## src/core/sat_pkg.sv

```systemverilog
// Purpose: shared constants for the SSI absolute position transmitter
// Assumes: 100 MHz core clock
// Notes: times are kept in their own units, cycle counts derived here
package sat_pkg;
  localparam int unsigned CLK_MHZ = 100;
  localparam int unsigned WORD_W = 32;
  localparam int unsigned FIELD_MAX = 16;
  localparam int unsigned FLD_W = 5;
  localparam int unsigned CNT_W = 6;
  // Monoflop time; must exceed the longest clock half-period (5 us)
  localparam int unsigned TM_US = 20;
  localparam int unsigned TM_CYC = TM_US * CLK_MHZ;
  localparam int unsigned TM_W = 12;
  // Position sample refresh period, well below the 100 us cycle time
  localparam int unsigned SMP_US = 10;
  localparam int unsigned SMP_CYC = SMP_US * CLK_MHZ;
  localparam int unsigned SMP_W = 11;
  // Register byte addresses
  localparam logic [3:0] CTRL_OFS = 4'h0;
  localparam logic [3:0] POS_OFS = 4'h4;
  localparam logic [3:0] STAT_OFS = 4'h8;
  // Control field positions
  localparam int unsigned GRAY_BIT = 0;
  localparam int unsigned ST_LSB = 8;
  localparam int unsigned MT_LSB = 16;
  // Control reset values
  localparam logic CTRL_GRAY_RST = 1'b1;
  localparam logic [FLD_W-1:0] CTRL_ST_RST = 5'h0D;
  localparam logic [FLD_W-1:0] CTRL_MT_RST = 5'h0C;
  typedef enum logic [2:0] {
    LINK_IDLE = 3'b001,
    LINK_SHIFT = 3'b010,
    LINK_TAIL = 3'b100
  } sat_link_e;
endpackage : sat_pkg

```

## src/core/sat_pos_if.sv

```systemverilog
// Purpose: carries configuration and position between core and counter
// Assumes: both ends on the core clock
// Notes: none
`timescale 1ns/1ps
interface sat_pos_if;
  logic step;
  logic cw;
  logic dir_down;
  logic zero_fall;
  logic gray;
  logic [5:0] nbits;
  logic [31:0] position;
  logic [31:0] sample;
  modport prov (
    input step, cw, dir_down, zero_fall, gray, nbits,
    output position, sample
  );
  modport user (
    output step, cw, dir_down, zero_fall, gray, nbits,
    input position, sample
  );
endinterface : sat_pos_if

```

## src/core/sat_pos.sv

```systemverilog
// Purpose: multiturn position counter with coded periodic sample
// Assumes: step and cw come from sensor logic on the core clock
// Notes: counter wraps within the configured n bits
`timescale 1ns/1ps
module sat_pos (
  input wire logic clk_i,
  input wire logic rst_n_i,
  sat_pos_if.prov p
);
  typedef struct packed {
    logic [31:0] pos;
    logic [31:0] smp;
    logic [sat_pkg::SMP_W-1:0] tick;
  } sat_pos_s;

  sat_pos_s q;
  sat_pos_s d;

  function automatic logic [31:0] sat_mask(input logic [5:0] n);
    sat_mask = (n >= 6'd32) ? 32'hFFFFFFFF : ((32'h1 << n) - 32'h1);
  endfunction : sat_mask

  logic up;

  always_comb begin
    d = q;
    up = p.cw ^ p.dir_down;
    if (p.zero_fall) begin
      d.pos = 32'h0;
    end else if (p.step) begin
      if (up) begin
        d.pos = (q.pos + 32'h1) & sat_mask(p.nbits);
      end else begin
        d.pos = (q.pos - 32'h1) & sat_mask(p.nbits);
      end
    end
    if (q.tick == sat_pkg::SMP_W'(sat_pkg::SMP_CYC - 1)) begin
      d.tick = '0;
      if (p.gray) begin
        d.smp = q.pos ^ (q.pos >> 1);
      end else begin
        d.smp = q.pos;
      end
    end else begin
      d.tick = q.tick + sat_pkg::SMP_W'(1);
    end
  end

  always_ff @(posedge clk_i or negedge rst_n_i) begin
    if (!rst_n_i) begin
      q <= '0;
    end else begin
      q <= d;
    end
  end

  assign p.position = q.pos;
  assign p.sample = q.smp;
endmodule : sat_pos

```

## src/core/sat_ssi_tx.sv

```systemverilog
// Purpose: SSI transmit side of a multiturn absolute encoder
// Assumes: link clock, direction and zero-set pins are asynchronous
// Notes: registers over Avalon-MM, one wait state per access
// Behaviour
// - Idle: clock high, data held high
// - First falling edge captures position word
// - MSB driven at first rising edge
// - Each further rising edge sends next bit
// - After LSB, data low until monoflop expires
// - Monoflop restarts on every falling edge
// - Frame carries exactly n data bits
// - Single-turn, multiturn each 16 bits maximum
// - Continued clocking repeats the captured word
// - Late pulse n+1 starts fresh capture
// - Gray or binary output code selectable
// - Direction input high makes cw count down
// - Direction change effective within 250 ms
// - Zero-set on falling edge of input
`timescale 1ns/1ps
module sat_ssi_tx (
  input wire logic clock_i,
  input wire logic rstn_i,
  input wire logic ssi_clk_i,
  output logic ssi_data_o,
  input wire logic dir_sel_i,
  input wire logic zero_set_i,
  input wire logic step_i,
  input wire logic cw_i,
  input wire logic [3:0] avs_address_i,
  input wire logic avs_read_i,
  input wire logic avs_write_i,
  input wire logic [31:0] avs_writedata_i,
  input wire logic [3:0] avs_byteenable_i,
  output logic [31:0] avs_readdata_o,
  output logic avs_waitrequest_o
);
  localparam int unsigned FW = sat_pkg::FLD_W;
  localparam int unsigned CW = sat_pkg::CNT_W;
  localparam int unsigned TW = sat_pkg::TM_W;

  typedef struct packed {
    logic clk_s1;
    logic clk_s2;
    logic clk_s3;
    logic dir_s1;
    logic dir_s2;
    logic zs_s1;
    logic zs_s2;
    logic zs_s3;
    sat_pkg::sat_link_e state;
    logic [31:0] word;
    logic [31:0] shreg;
    logic [CW-1:0] bitcnt;
    logic [TW-1:0] mono;
    logic data;
    logic ring;
    logic gap;
    logic gray;
    logic [FW-1:0] st_bits;
    logic [FW-1:0] mt_bits;
    logic wait_n;
    logic wreq;
    logic [31:0] rdata;
  } sat_top_s;

  sat_top_s q;
  sat_top_s d;

  logic [1:0] rst_sync_q;
  logic rst_n;

  sat_pos_if pif();

  // Reset is asserted at once but released only on the core clock
  always_ff @(posedge clock_i or negedge rstn_i) begin
    if (!rstn_i) begin
      rst_sync_q <= 2'b00;
    end else begin
      rst_sync_q <= {rst_sync_q[0], 1'b1};
    end
  end
  assign rst_n = rst_sync_q[1];

  function automatic logic [FW-1:0] sat_clamp(input logic [FW-1:0] v);
    if (v > FW'(sat_pkg::FIELD_MAX)) begin
      sat_clamp = FW'(sat_pkg::FIELD_MAX);
    end else begin
      sat_clamp = v;
    end
  endfunction : sat_clamp

  logic [CW-1:0] nbits;
  logic clk_fall;
  logic clk_rise;
  logic mono_done;
  logic req;
  logic acc;
  logic [31:0] aligned;

  always_comb begin
    nbits = CW'(sat_clamp(q.st_bits)) + CW'(sat_clamp(q.mt_bits));
    if (nbits == '0) begin
      nbits = CW'(1);
    end
  end

  assign pif.step = step_i;
  assign pif.cw = cw_i;
  assign pif.dir_down = q.dir_s2;
  assign pif.zero_fall = q.zs_s3 & ~q.zs_s2;
  assign pif.gray = q.gray;
  assign pif.nbits = nbits;

  sat_pos u_pos (
    .clk_i(clock_i),
    .rst_n_i(rst_n),
    .p(pif.prov)
  );

  assign clk_fall = q.clk_s3 & ~q.clk_s2;
  assign clk_rise = ~q.clk_s3 & q.clk_s2;
  assign mono_done = (q.mono == TW'(1));
  assign req = avs_read_i | avs_write_i;
  // Writes land on the accept edge, where waitrequest is seen low
  assign acc = req & q.wait_n;
  // Left-align the word so the MSB of n bits sits in bit 31
  assign aligned = pif.sample << (CW'(32) - nbits);

  always_comb begin
    d = q;
    d.clk_s1 = ssi_clk_i;
    d.clk_s2 = q.clk_s1;
    d.clk_s3 = q.clk_s2;
    d.dir_s1 = dir_sel_i;
    d.dir_s2 = q.dir_s1;
    d.zs_s1 = zero_set_i;
    d.zs_s2 = q.zs_s1;
    d.zs_s3 = q.zs_s2;

    // Monoflop: retriggered by each falling clock edge
    if (clk_fall) begin
      d.mono = TW'(sat_pkg::TM_CYC);
    end else if (q.mono != '0) begin
      d.mono = q.mono - TW'(1);
    end

    case (q.state)
      sat_pkg::LINK_IDLE: begin
        d.data = 1'b1;
        d.ring = 1'b0;
        d.gap = 1'b0;
        if (clk_fall) begin
          d.word = aligned;
          d.shreg = aligned;
          d.bitcnt = nbits;
          d.state = sat_pkg::LINK_SHIFT;
        end
      end
      sat_pkg::LINK_SHIFT: begin
        if (mono_done) begin
          d.data = 1'b1;
          d.state = sat_pkg::LINK_IDLE;
        end else if (clk_rise) begin
          d.data = q.shreg[31];
          d.shreg = {q.shreg[30:0], 1'b0};
          d.bitcnt = q.bitcnt - CW'(1);
          if (q.bitcnt == CW'(1)) begin
            d.gap = 1'b0;
            d.state = sat_pkg::LINK_TAIL;
          end
        end
      end
      sat_pkg::LINK_TAIL: begin
        if (mono_done) begin
          d.data = 1'b1;
          d.state = sat_pkg::LINK_IDLE;
        end else if (clk_rise) begin
          d.data = 1'b0;
          d.gap = 1'b1;
        end else if (clk_fall && q.gap) begin
          // Clocking went on without a pause: repeat the held word.
          // Only a fall after the low gap bit counts; the fall right
          // after the LSB must not, or every frame would start a ring.
          d.shreg = q.word;
          d.bitcnt = nbits;
          d.ring = 1'b1;
          d.state = sat_pkg::LINK_SHIFT;
        end
      end
      default: begin
        d.data = 1'b1;
        d.state = sat_pkg::LINK_IDLE;
      end
    endcase

    // Avalon slave: one wait state, then the access completes
    d.wait_n = req & ~q.wait_n;
    d.wreq = ~(req & ~q.wait_n);
    if (req && !q.wait_n) begin
      d.rdata = 32'h0;
      if (avs_address_i == sat_pkg::CTRL_OFS) begin
        d.rdata[sat_pkg::GRAY_BIT] = q.gray;
        d.rdata[sat_pkg::ST_LSB +: FW] = q.st_bits;
        d.rdata[sat_pkg::MT_LSB +: FW] = q.mt_bits;
      end else if (avs_address_i == sat_pkg::POS_OFS) begin
        d.rdata = pif.position;
      end else if (avs_address_i == sat_pkg::STAT_OFS) begin
        d.rdata[2:0] = q.state;
        d.rdata[3] = q.ring;
        d.rdata[4] = q.data;
        d.rdata[13:8] = nbits;
      end
    end
    if (acc && avs_write_i && avs_address_i == sat_pkg::CTRL_OFS) begin
      if (avs_byteenable_i[0]) begin
        d.gray = avs_writedata_i[sat_pkg::GRAY_BIT];
      end
      if (avs_byteenable_i[1]) begin
        d.st_bits = avs_writedata_i[sat_pkg::ST_LSB +: FW];
      end
      if (avs_byteenable_i[2]) begin
        d.mt_bits = avs_writedata_i[sat_pkg::MT_LSB +: FW];
      end
    end
  end

  always_ff @(posedge clock_i or negedge rst_n) begin
    if (!rst_n) begin
      q <= '0;
      q.clk_s1 <= 1'b1;
      q.clk_s2 <= 1'b1;
      q.clk_s3 <= 1'b1;
      q.zs_s1 <= 1'b1;
      q.zs_s2 <= 1'b1;
      q.zs_s3 <= 1'b1;
      q.state <= sat_pkg::LINK_IDLE;
      q.data <= 1'b1;
      q.wreq <= 1'b1;
      q.gray <= sat_pkg::CTRL_GRAY_RST;
      q.st_bits <= sat_pkg::CTRL_ST_RST;
      q.mt_bits <= sat_pkg::CTRL_MT_RST;
    end else begin
      q <= d;
    end
  end

  assign ssi_data_o = q.data;
  assign avs_readdata_o = q.rdata;
  assign avs_waitrequest_o = q.wreq;
endmodule : sat_ssi_tx

```

## config.mk

```make
export PLATFORM = sky130hd
export DESIGN_NAME = sat_ssi_tx
export DESIGN_NICKNAME = d
export VERILOG_FILES = /design/src/core/sat_pkg.sv /design/src/core/sat_pos_if.sv /design/src/core/sat_pos.sv /design/src/core/sat_ssi_tx.sv
export SDC_FILE = /design/constraint.sdc
export NUM_CORES = 1
export LEC_CHECK = 0
export ABC_AREA = 1
export BUFFER_PORTS_ARGS = -buffer_cell sky130_fd_sc_hd__buf_2
export CAP_MARGIN = 5
export CELL_PAD_IN_SITES_DETAIL_PLACEMENT = 0
export CELL_PAD_IN_SITES_GLOBAL_PLACEMENT = 1
export CORE_MARGIN = 2
export CORE_UTILIZATION = 41
export CTS_CLUSTER_DIAMETER = 80
export CTS_CLUSTER_SIZE = 30
export DETAILED_ROUTE_END_ITERATION = 12
export PLACE_DENSITY_LB_ADDON = 0.1
export SLEW_MARGIN = 30
export SYNTH_ARGS = -nofsm -noshare
export SYNTH_HDL_FRONTEND = slang
export SYNTH_HIERARCHICAL = 1
export SYNTH_SLANG_ARGS = --single-unit
export TNS_END_PERCENT = 100
```

## constraint.sdc

```tcl
create_clock -name clock_i -period 6.8 [get_ports clock_i]
set_input_delay 1.36 -clock clock_i [delete_from_list [all_inputs] [get_ports clock_i]]
set_output_delay 1.36 -clock clock_i [all_outputs]
set_load 0.01 [all_outputs]
```

Yosys cells after proc, flatten, opt, wreduce, memory -nomap -nowiden
Cells that the tools add are included.
{"block": "word_totals", "register_bits": 218, "inputBits": 49, "output_inout_bits": 34}
{"block": "op_classes", "addsub": 8, "n_lt_le_gt_ge": 3, "n_eq_ne": 21, "shift": 2, "muxes": 51, "bitwise_logic": 15, "n_reduce_logical": 21}
{"operator": "$mux W38", "n": 5}
{"operator": "$mux W32", "n": 5}
{"operator": "$pmux W38 S3", "n": 1}
{"operator": "$mux W73", "n": 1}
{"operator": "$and A32 B32 Y32", "n": 2}
{"operator": "$sub A32 B1 Y32 const B", "n": 2}
{"operator": "$add A32 B1 Y32 const B", "n": 1}
{"operator": "$shl A1 B6 Y32 const A", "n": 1}
{"operator": "$shl A32 B6 Y32", "n": 1}
{"operator": "$xor A32 B31 Y32", "n": 1}
{"operator": "$mux W5", "n": 6}
{"operator": "$mux W12", "n": 2}
{"operator": "$mux W3", "n": 8}
{"operator": "$mux W11", "n": 2}
{"operator": "$mux W18", "n": 1}
{"operator": "$mux W6", "n": 3}
{"operator": "$ne A2 B2 Y1 const B", "n": 8}
{"operator": "$ne A3 B3 Y1 const B", "n": 5}
{"operator": "$eq A12 B1 Y1 const B", "n": 1}
{"operator": "$reduce_bool A12 Y1", "n": 1}
{"operator": "$sub A12 B1 Y12 const B", "n": 1}
{"operator": "$add A11 B1 Y11 const B", "n": 1}
{"operator": "$eq A11 B10 Y1 const B", "n": 1}
{"operator": "$mux W1", "n": 11}
{"operator": "other kinds (31)", "n": 50}

Depth between registers and ports, before layout
{"block": "logic_depth", "ltp_word": 12, "depth_mapped": 28, "mapped_depth_nobuf": 26}

By module
Netlist, hierarchy kept.
{"module": "sat_ssi_tx", "instances": 1, "cells_per_inst": 1234, "area_per_inst_um2": 9058.7, "seq_area_each_um2": 3597.2}
{"module": "sat_pos", "instances": 1, "cells_per_inst": 1125, "area_per_inst_um2": 7208.2, "seq_area_each_um2": 1876.8}

Worst setup path after synthesis
Ideal clock, no wire load.
{"block": "synth_timing", "path_kind": "in2reg", "start": "input port cw_i", "end": "register u_pos.q (netlist bit u_pos/p.position[23])", "setup_time_ns": 0.118, "arrival_time_ns": 4.336, "t_required_ns": 6.682, "setup_slack_ns": 2.346, "cell_stages": 11, "path_buffers": 0, "cell_sequence": "xnor2_1 -> ha_1 -> a21oi_1 -> nand2_1 -> nand2_1 -> nand2_1 -> nand3_1 -> nand3_1 -> or2_2 -> nand3b_1 -> nand2_1"}
{"block": "synth_between", "elab_chain_cells": 4}
{"item": "start: declaration", "line": "sat_ssi_tx.sv:28", "source": "input wire logic cw_i,"}
{"item": "$xor A1 B1 Y1", "line": "sat_pos.sv:27", "source": "up = p.cw ^ p.dir_down;"}
{"item": "$mux W32", "line": "sat_pos.sv:31", "source": "if (up) begin"}
{"item": "$mux W32", "line": "sat_pos.sv:30", "source": "end else if (p.step) begin"}
{"item": "$mux W32", "line": "sat_pos.sv:28", "source": "if (p.zero_fall) begin"}
{"item": "end signal: assignment", "line": "sat_pos.sv:51", "source": "q <= '0;"}
{"item": "end signal: assignment", "line": "sat_pos.sv:53", "source": "q <= d;"}
{"item": "end: declaration", "line": "sat_pos.sv:16", "source": "sat_pos_s q;"}
No other way between the ends. The select of a mux whose other input is x is not followed.
A chain may end at the register's enable or synchronous reset.

Final worst setup path
{"block": "layout_timing", "start": "register q[41] (netlist name)", "end": "register q[92] (netlist name)"}
{"block": "layout_between", "elab_chain_cells": 9}
{"item": "start: declaration", "line": "sat_ssi_tx.sv:66", "source": "sat_top_s q;"}
{"item": "$gt A5 B5 Y1", "line": "sat_ssi_tx.sv:85", "source": "if (v > FW'(sat_pkg::FIELD_MAX)) begin"}
{"item": "$mux W5 *", "line": "sat_ssi_tx.sv:85"}
{"item": "$add A5 B5 Y6 *", "line": "sat_ssi_tx.sv:101", "source": "nbits = CW'(sat_clamp(q.st_bits)) + CW'(sat_clamp(q.mt_bits));"}
{"item": "$logic_not A6 Y1", "line": "sat_ssi_tx.sv:102", "source": "if (nbits == '0) begin"}
{"item": "$mux W6 *", "line": "sat_ssi_tx.sv:102"}
{"item": "net nbits[1]", "line": "sat_ssi_tx.sv:92", "source": "logic [CW-1:0] nbits;"}
{"item": "$sub A6 B6 Y6 *", "line": "sat_ssi_tx.sv:127", "source": "assign aligned = pif.sample << (CW'(32) - nbits);"}
{"item": "$shl A32 B6 Y32 *", "line": "sat_ssi_tx.sv:127"}
{"item": "$mux W73 *", "line": "sat_ssi_tx.sv:152", "source": "if (clk_fall) begin"}
{"item": "$pmux W38 S3 *", "line": "sat_ssi_tx.sv:147", "source": "case (q.state)"}
Mark *: on every way through the listed nets, which the timed path passes. The rest lies on a longest branch. The select of a mux whose other input is x is not followed.

==> metrics <==
status finished, final reports clean; FMAX 0.1948 GHz; Hold Crit Class reg -> async; Final #Nets 2364; Mapped Avg Cell Area 6.896 µm²; DRC viols 0; Final Total Pwr 0.007742 W; Crit Path Max Fanout 54; Final ANT Viol Nets 0; Syn. warnings 6; pin count of the biggest net entering global routing 75; Worst-Skew Late Latency 0.53 ns; reg2reg start q[41]; initial core utilization 41.80%; Async SR Flop Fraction 100.0%; worst path cell trace o41ai_1 > inv_1 > nor2_1 > ha_1 > inv_1 > fa_1 > inv_1 > nor2_1 > nand3_4 > nand2_8 > inv_4 > ha_1 > xnor2_4 > inv_1 > buf_4 > nand3_1 > nand2_1 > nand2_1 > nand3_1 > nand2_1 > nand2_1 > a21oi_1; total grt overflow 0; CP endpoint kind flip-flop; cts hold-fix bufs 0; post-CTS resize count 0; initial antenna violation count 0; die height 203.2 µm; endpoints failing hold 0; Setup WS pre-CTS 1.666 ns; setup ws final 1.667 ns; Tcrit/Tclk final 75.49%; gr usage total 23.37%; VDD IR max 168.2 µV; clock-pin slew of the registers on the worst-case setup and hold paths 0.09 ns; largest stage delay on the critical path 0.73 ns; Clock Sinks 218; CP arrival 5.58 ns; H-tree Lvls 1; startpoint class of the critical path flip-flop; Post-synth EDFFs 0; relative slew slack 37.90%; die area 41280 µm²; detailed-route via count 14920; Inserted Diodes 0; hpwl dp 35.42 mm; R2R cell count 22; Syn Nets 2452; Inserted Clock Buffers 18; ys flop type dfrtp_1; worst path required time 7.25 ns; Final min period 5.133 ns; most frequent cell after synthesis nand2_1; worst hold slack 0.1192 ns; RSZ-0062 raised after global routing false; Setup TNS 0 ns; CTS tree yes; routed len/inst 17.12 µm; worst slew pin tran 0.9293 ns; total core area 38920 µm²; port buffer count 60; Layout area overhead 3.746%; vias per inst 5.327; number of synthesized register bits 218; share of cells above drive strength 1 9.461%; FF-to-FF End q[92]; Synth top cells by count 613 x nand2_1, 302 x nand3_1, 246 x nor2_1, 219 x inv_1, 203 x dfrtp_1; Leak Pwr 8.554 nW; Max Slew Vio Count 0; share of the synthesized area in the top cell type 31.23%; first-pass GRT wire length 77.47 mm; register area share after synthesis 33.65%; Setup CP Type reg -> reg; clock tree buffer depth 3; Post-CTS Setup Inserts 0; number of max-cap violations 0; I/O pin count 83; Synth area leader dfrtp_1; DR pass1 iterations 8; Setup Skew 0.03098 ns; Setup-failing EPs final 0; synth top area cells dfrtp_1 31%, nand2_1 14%, nand3_1 9.3%; gpl congestion 0.9127; PwrDens 458.7 nW/µm²; clock root buffer clkbuf_16; Worst R2R Setup Slack 1.67 ns; Mapped Area 16270 µm²; Synth Instances 2359; Starting DRT DRC Count 888; row cnt 72; slowest CP cell fa_1; Setup crit start q[41]; Die Width 203.2 µm; worst setup path endpoint q[92]; Filler cells 4248; Distinct cells, synth 63; Routed WL 47.95 mm; vias in the first global route 14033
[where the power goes]
part / total, W / switching [W] / internal (W)
Clock: 0.00117 / 0.000602 / 0.000572
Sequential: 0.00201 / 0.000370 / 0.00164
Combinational: 0.00455 / 0.00312 / 0.00143
Total: 0.00774 / 0.00409 / 0.00365
[kinds of logic after synthesis]
| logic type | share of synthesized area (%) |
|---|---|
| flip-flops | 33.65 |
| multiplexers | 0.3384 |
| XOR/XNOR | 2.438 |
| adder cells (fa/ha/maj) | 3.477 |
| other | 0.02305 |
| buffers and inverters | 12.94 |
| AO/OA/AOI/OAI | 11.37 |
| AND/OR/NAND/NOR | 35.77 |
[final cells by class]
class                   instances  area, µm²  share of cell area [%]
clock buffers                  21      493.0                   2.921
repair buffers                 80      461.7                   2.736
flip-flops and latches        218       5478                   32.46
multi-input cells            1718       8738                   51.78
clock inverters                11      167.7                  0.9935
well taps                     518      648.1                   3.840
inverters                     235      889.6                   5.271
[worst min path at each step]
stage,startpoint,end,slack (ns),cells after the start
finish,rst_sync_q[1],d[136],0.12,0
global route,rst_sync_q[1],d[136],0.13,0
CTS,rst_sync_q[1],u_pos/p.position[6],0.12,0
detailed placement,rst_sync_q[1],d[136],0.11,0
global placement,rst_sync_q[1],d[136],0.11,0
floorplan,d[136],pif.dir_down,0.33,0
[cell usage in the layout (no fill, tap or decap), drive strengths merged, types with 4 or more instances in the layout]
cell,count
nand3b,13
o21ai,95
mux2,4
nor3,24
clkinv,4
a21oi,144
nand2,624
nand4,46
buf,80
nor2,266
xor2,38
nand3,313
or2,9
o22ai,5
ha,42
a221oi,31
inv,241
dfrtp,203
clkbuf,21
a31oi,20
and2,7
dfstp,15
o21bai,6
[metrics by stage]
step                util (%)  cell area, µm²  std cells
floorplan                  -           16270       2359
global placement       41.64           16200       2769
detailed placement     41.64           16200       2769
CTS                    43.34           16860       2801
global route           43.36           16880       2801
finish                 43.36           16880       2801
[critical path: cells and delay by family, from the launching register on]
family	cells	cell delay [ns]
compound gates	2	0.61
flops	1	0.38
xor+xnor	1	0.47
fa+ha+maj	3	1.22
simple gates	10	1.49
buf+inv	6	0.87
[flip-flops by register name, summed over array words and instances, names as in the netlist]
signal	count
pif.gray	1
u_pos/p.sample	32
avs_readdata_o	32
rst_sync_q	2
u_pos/q	11
avs_waitrequest_o	1
ssi_data_o	1
u_pos/p.position	32
pif.dir_down	1
q	100
d	5
[metal layers]
layer | global-route usage [%] | share of wire [%] | vias to the layer above
met5 | 0 | 0 | -
met4 | 5.970 | 2.4 | 0
met3 | 1.981 | 3.5 | 61
met2 | 38.51 | 48 | 241
met1 | 33.13 | 46 | 7103
li1 | - | - | 7515
No activity file was read; power rests on OpenSTA's default activity.
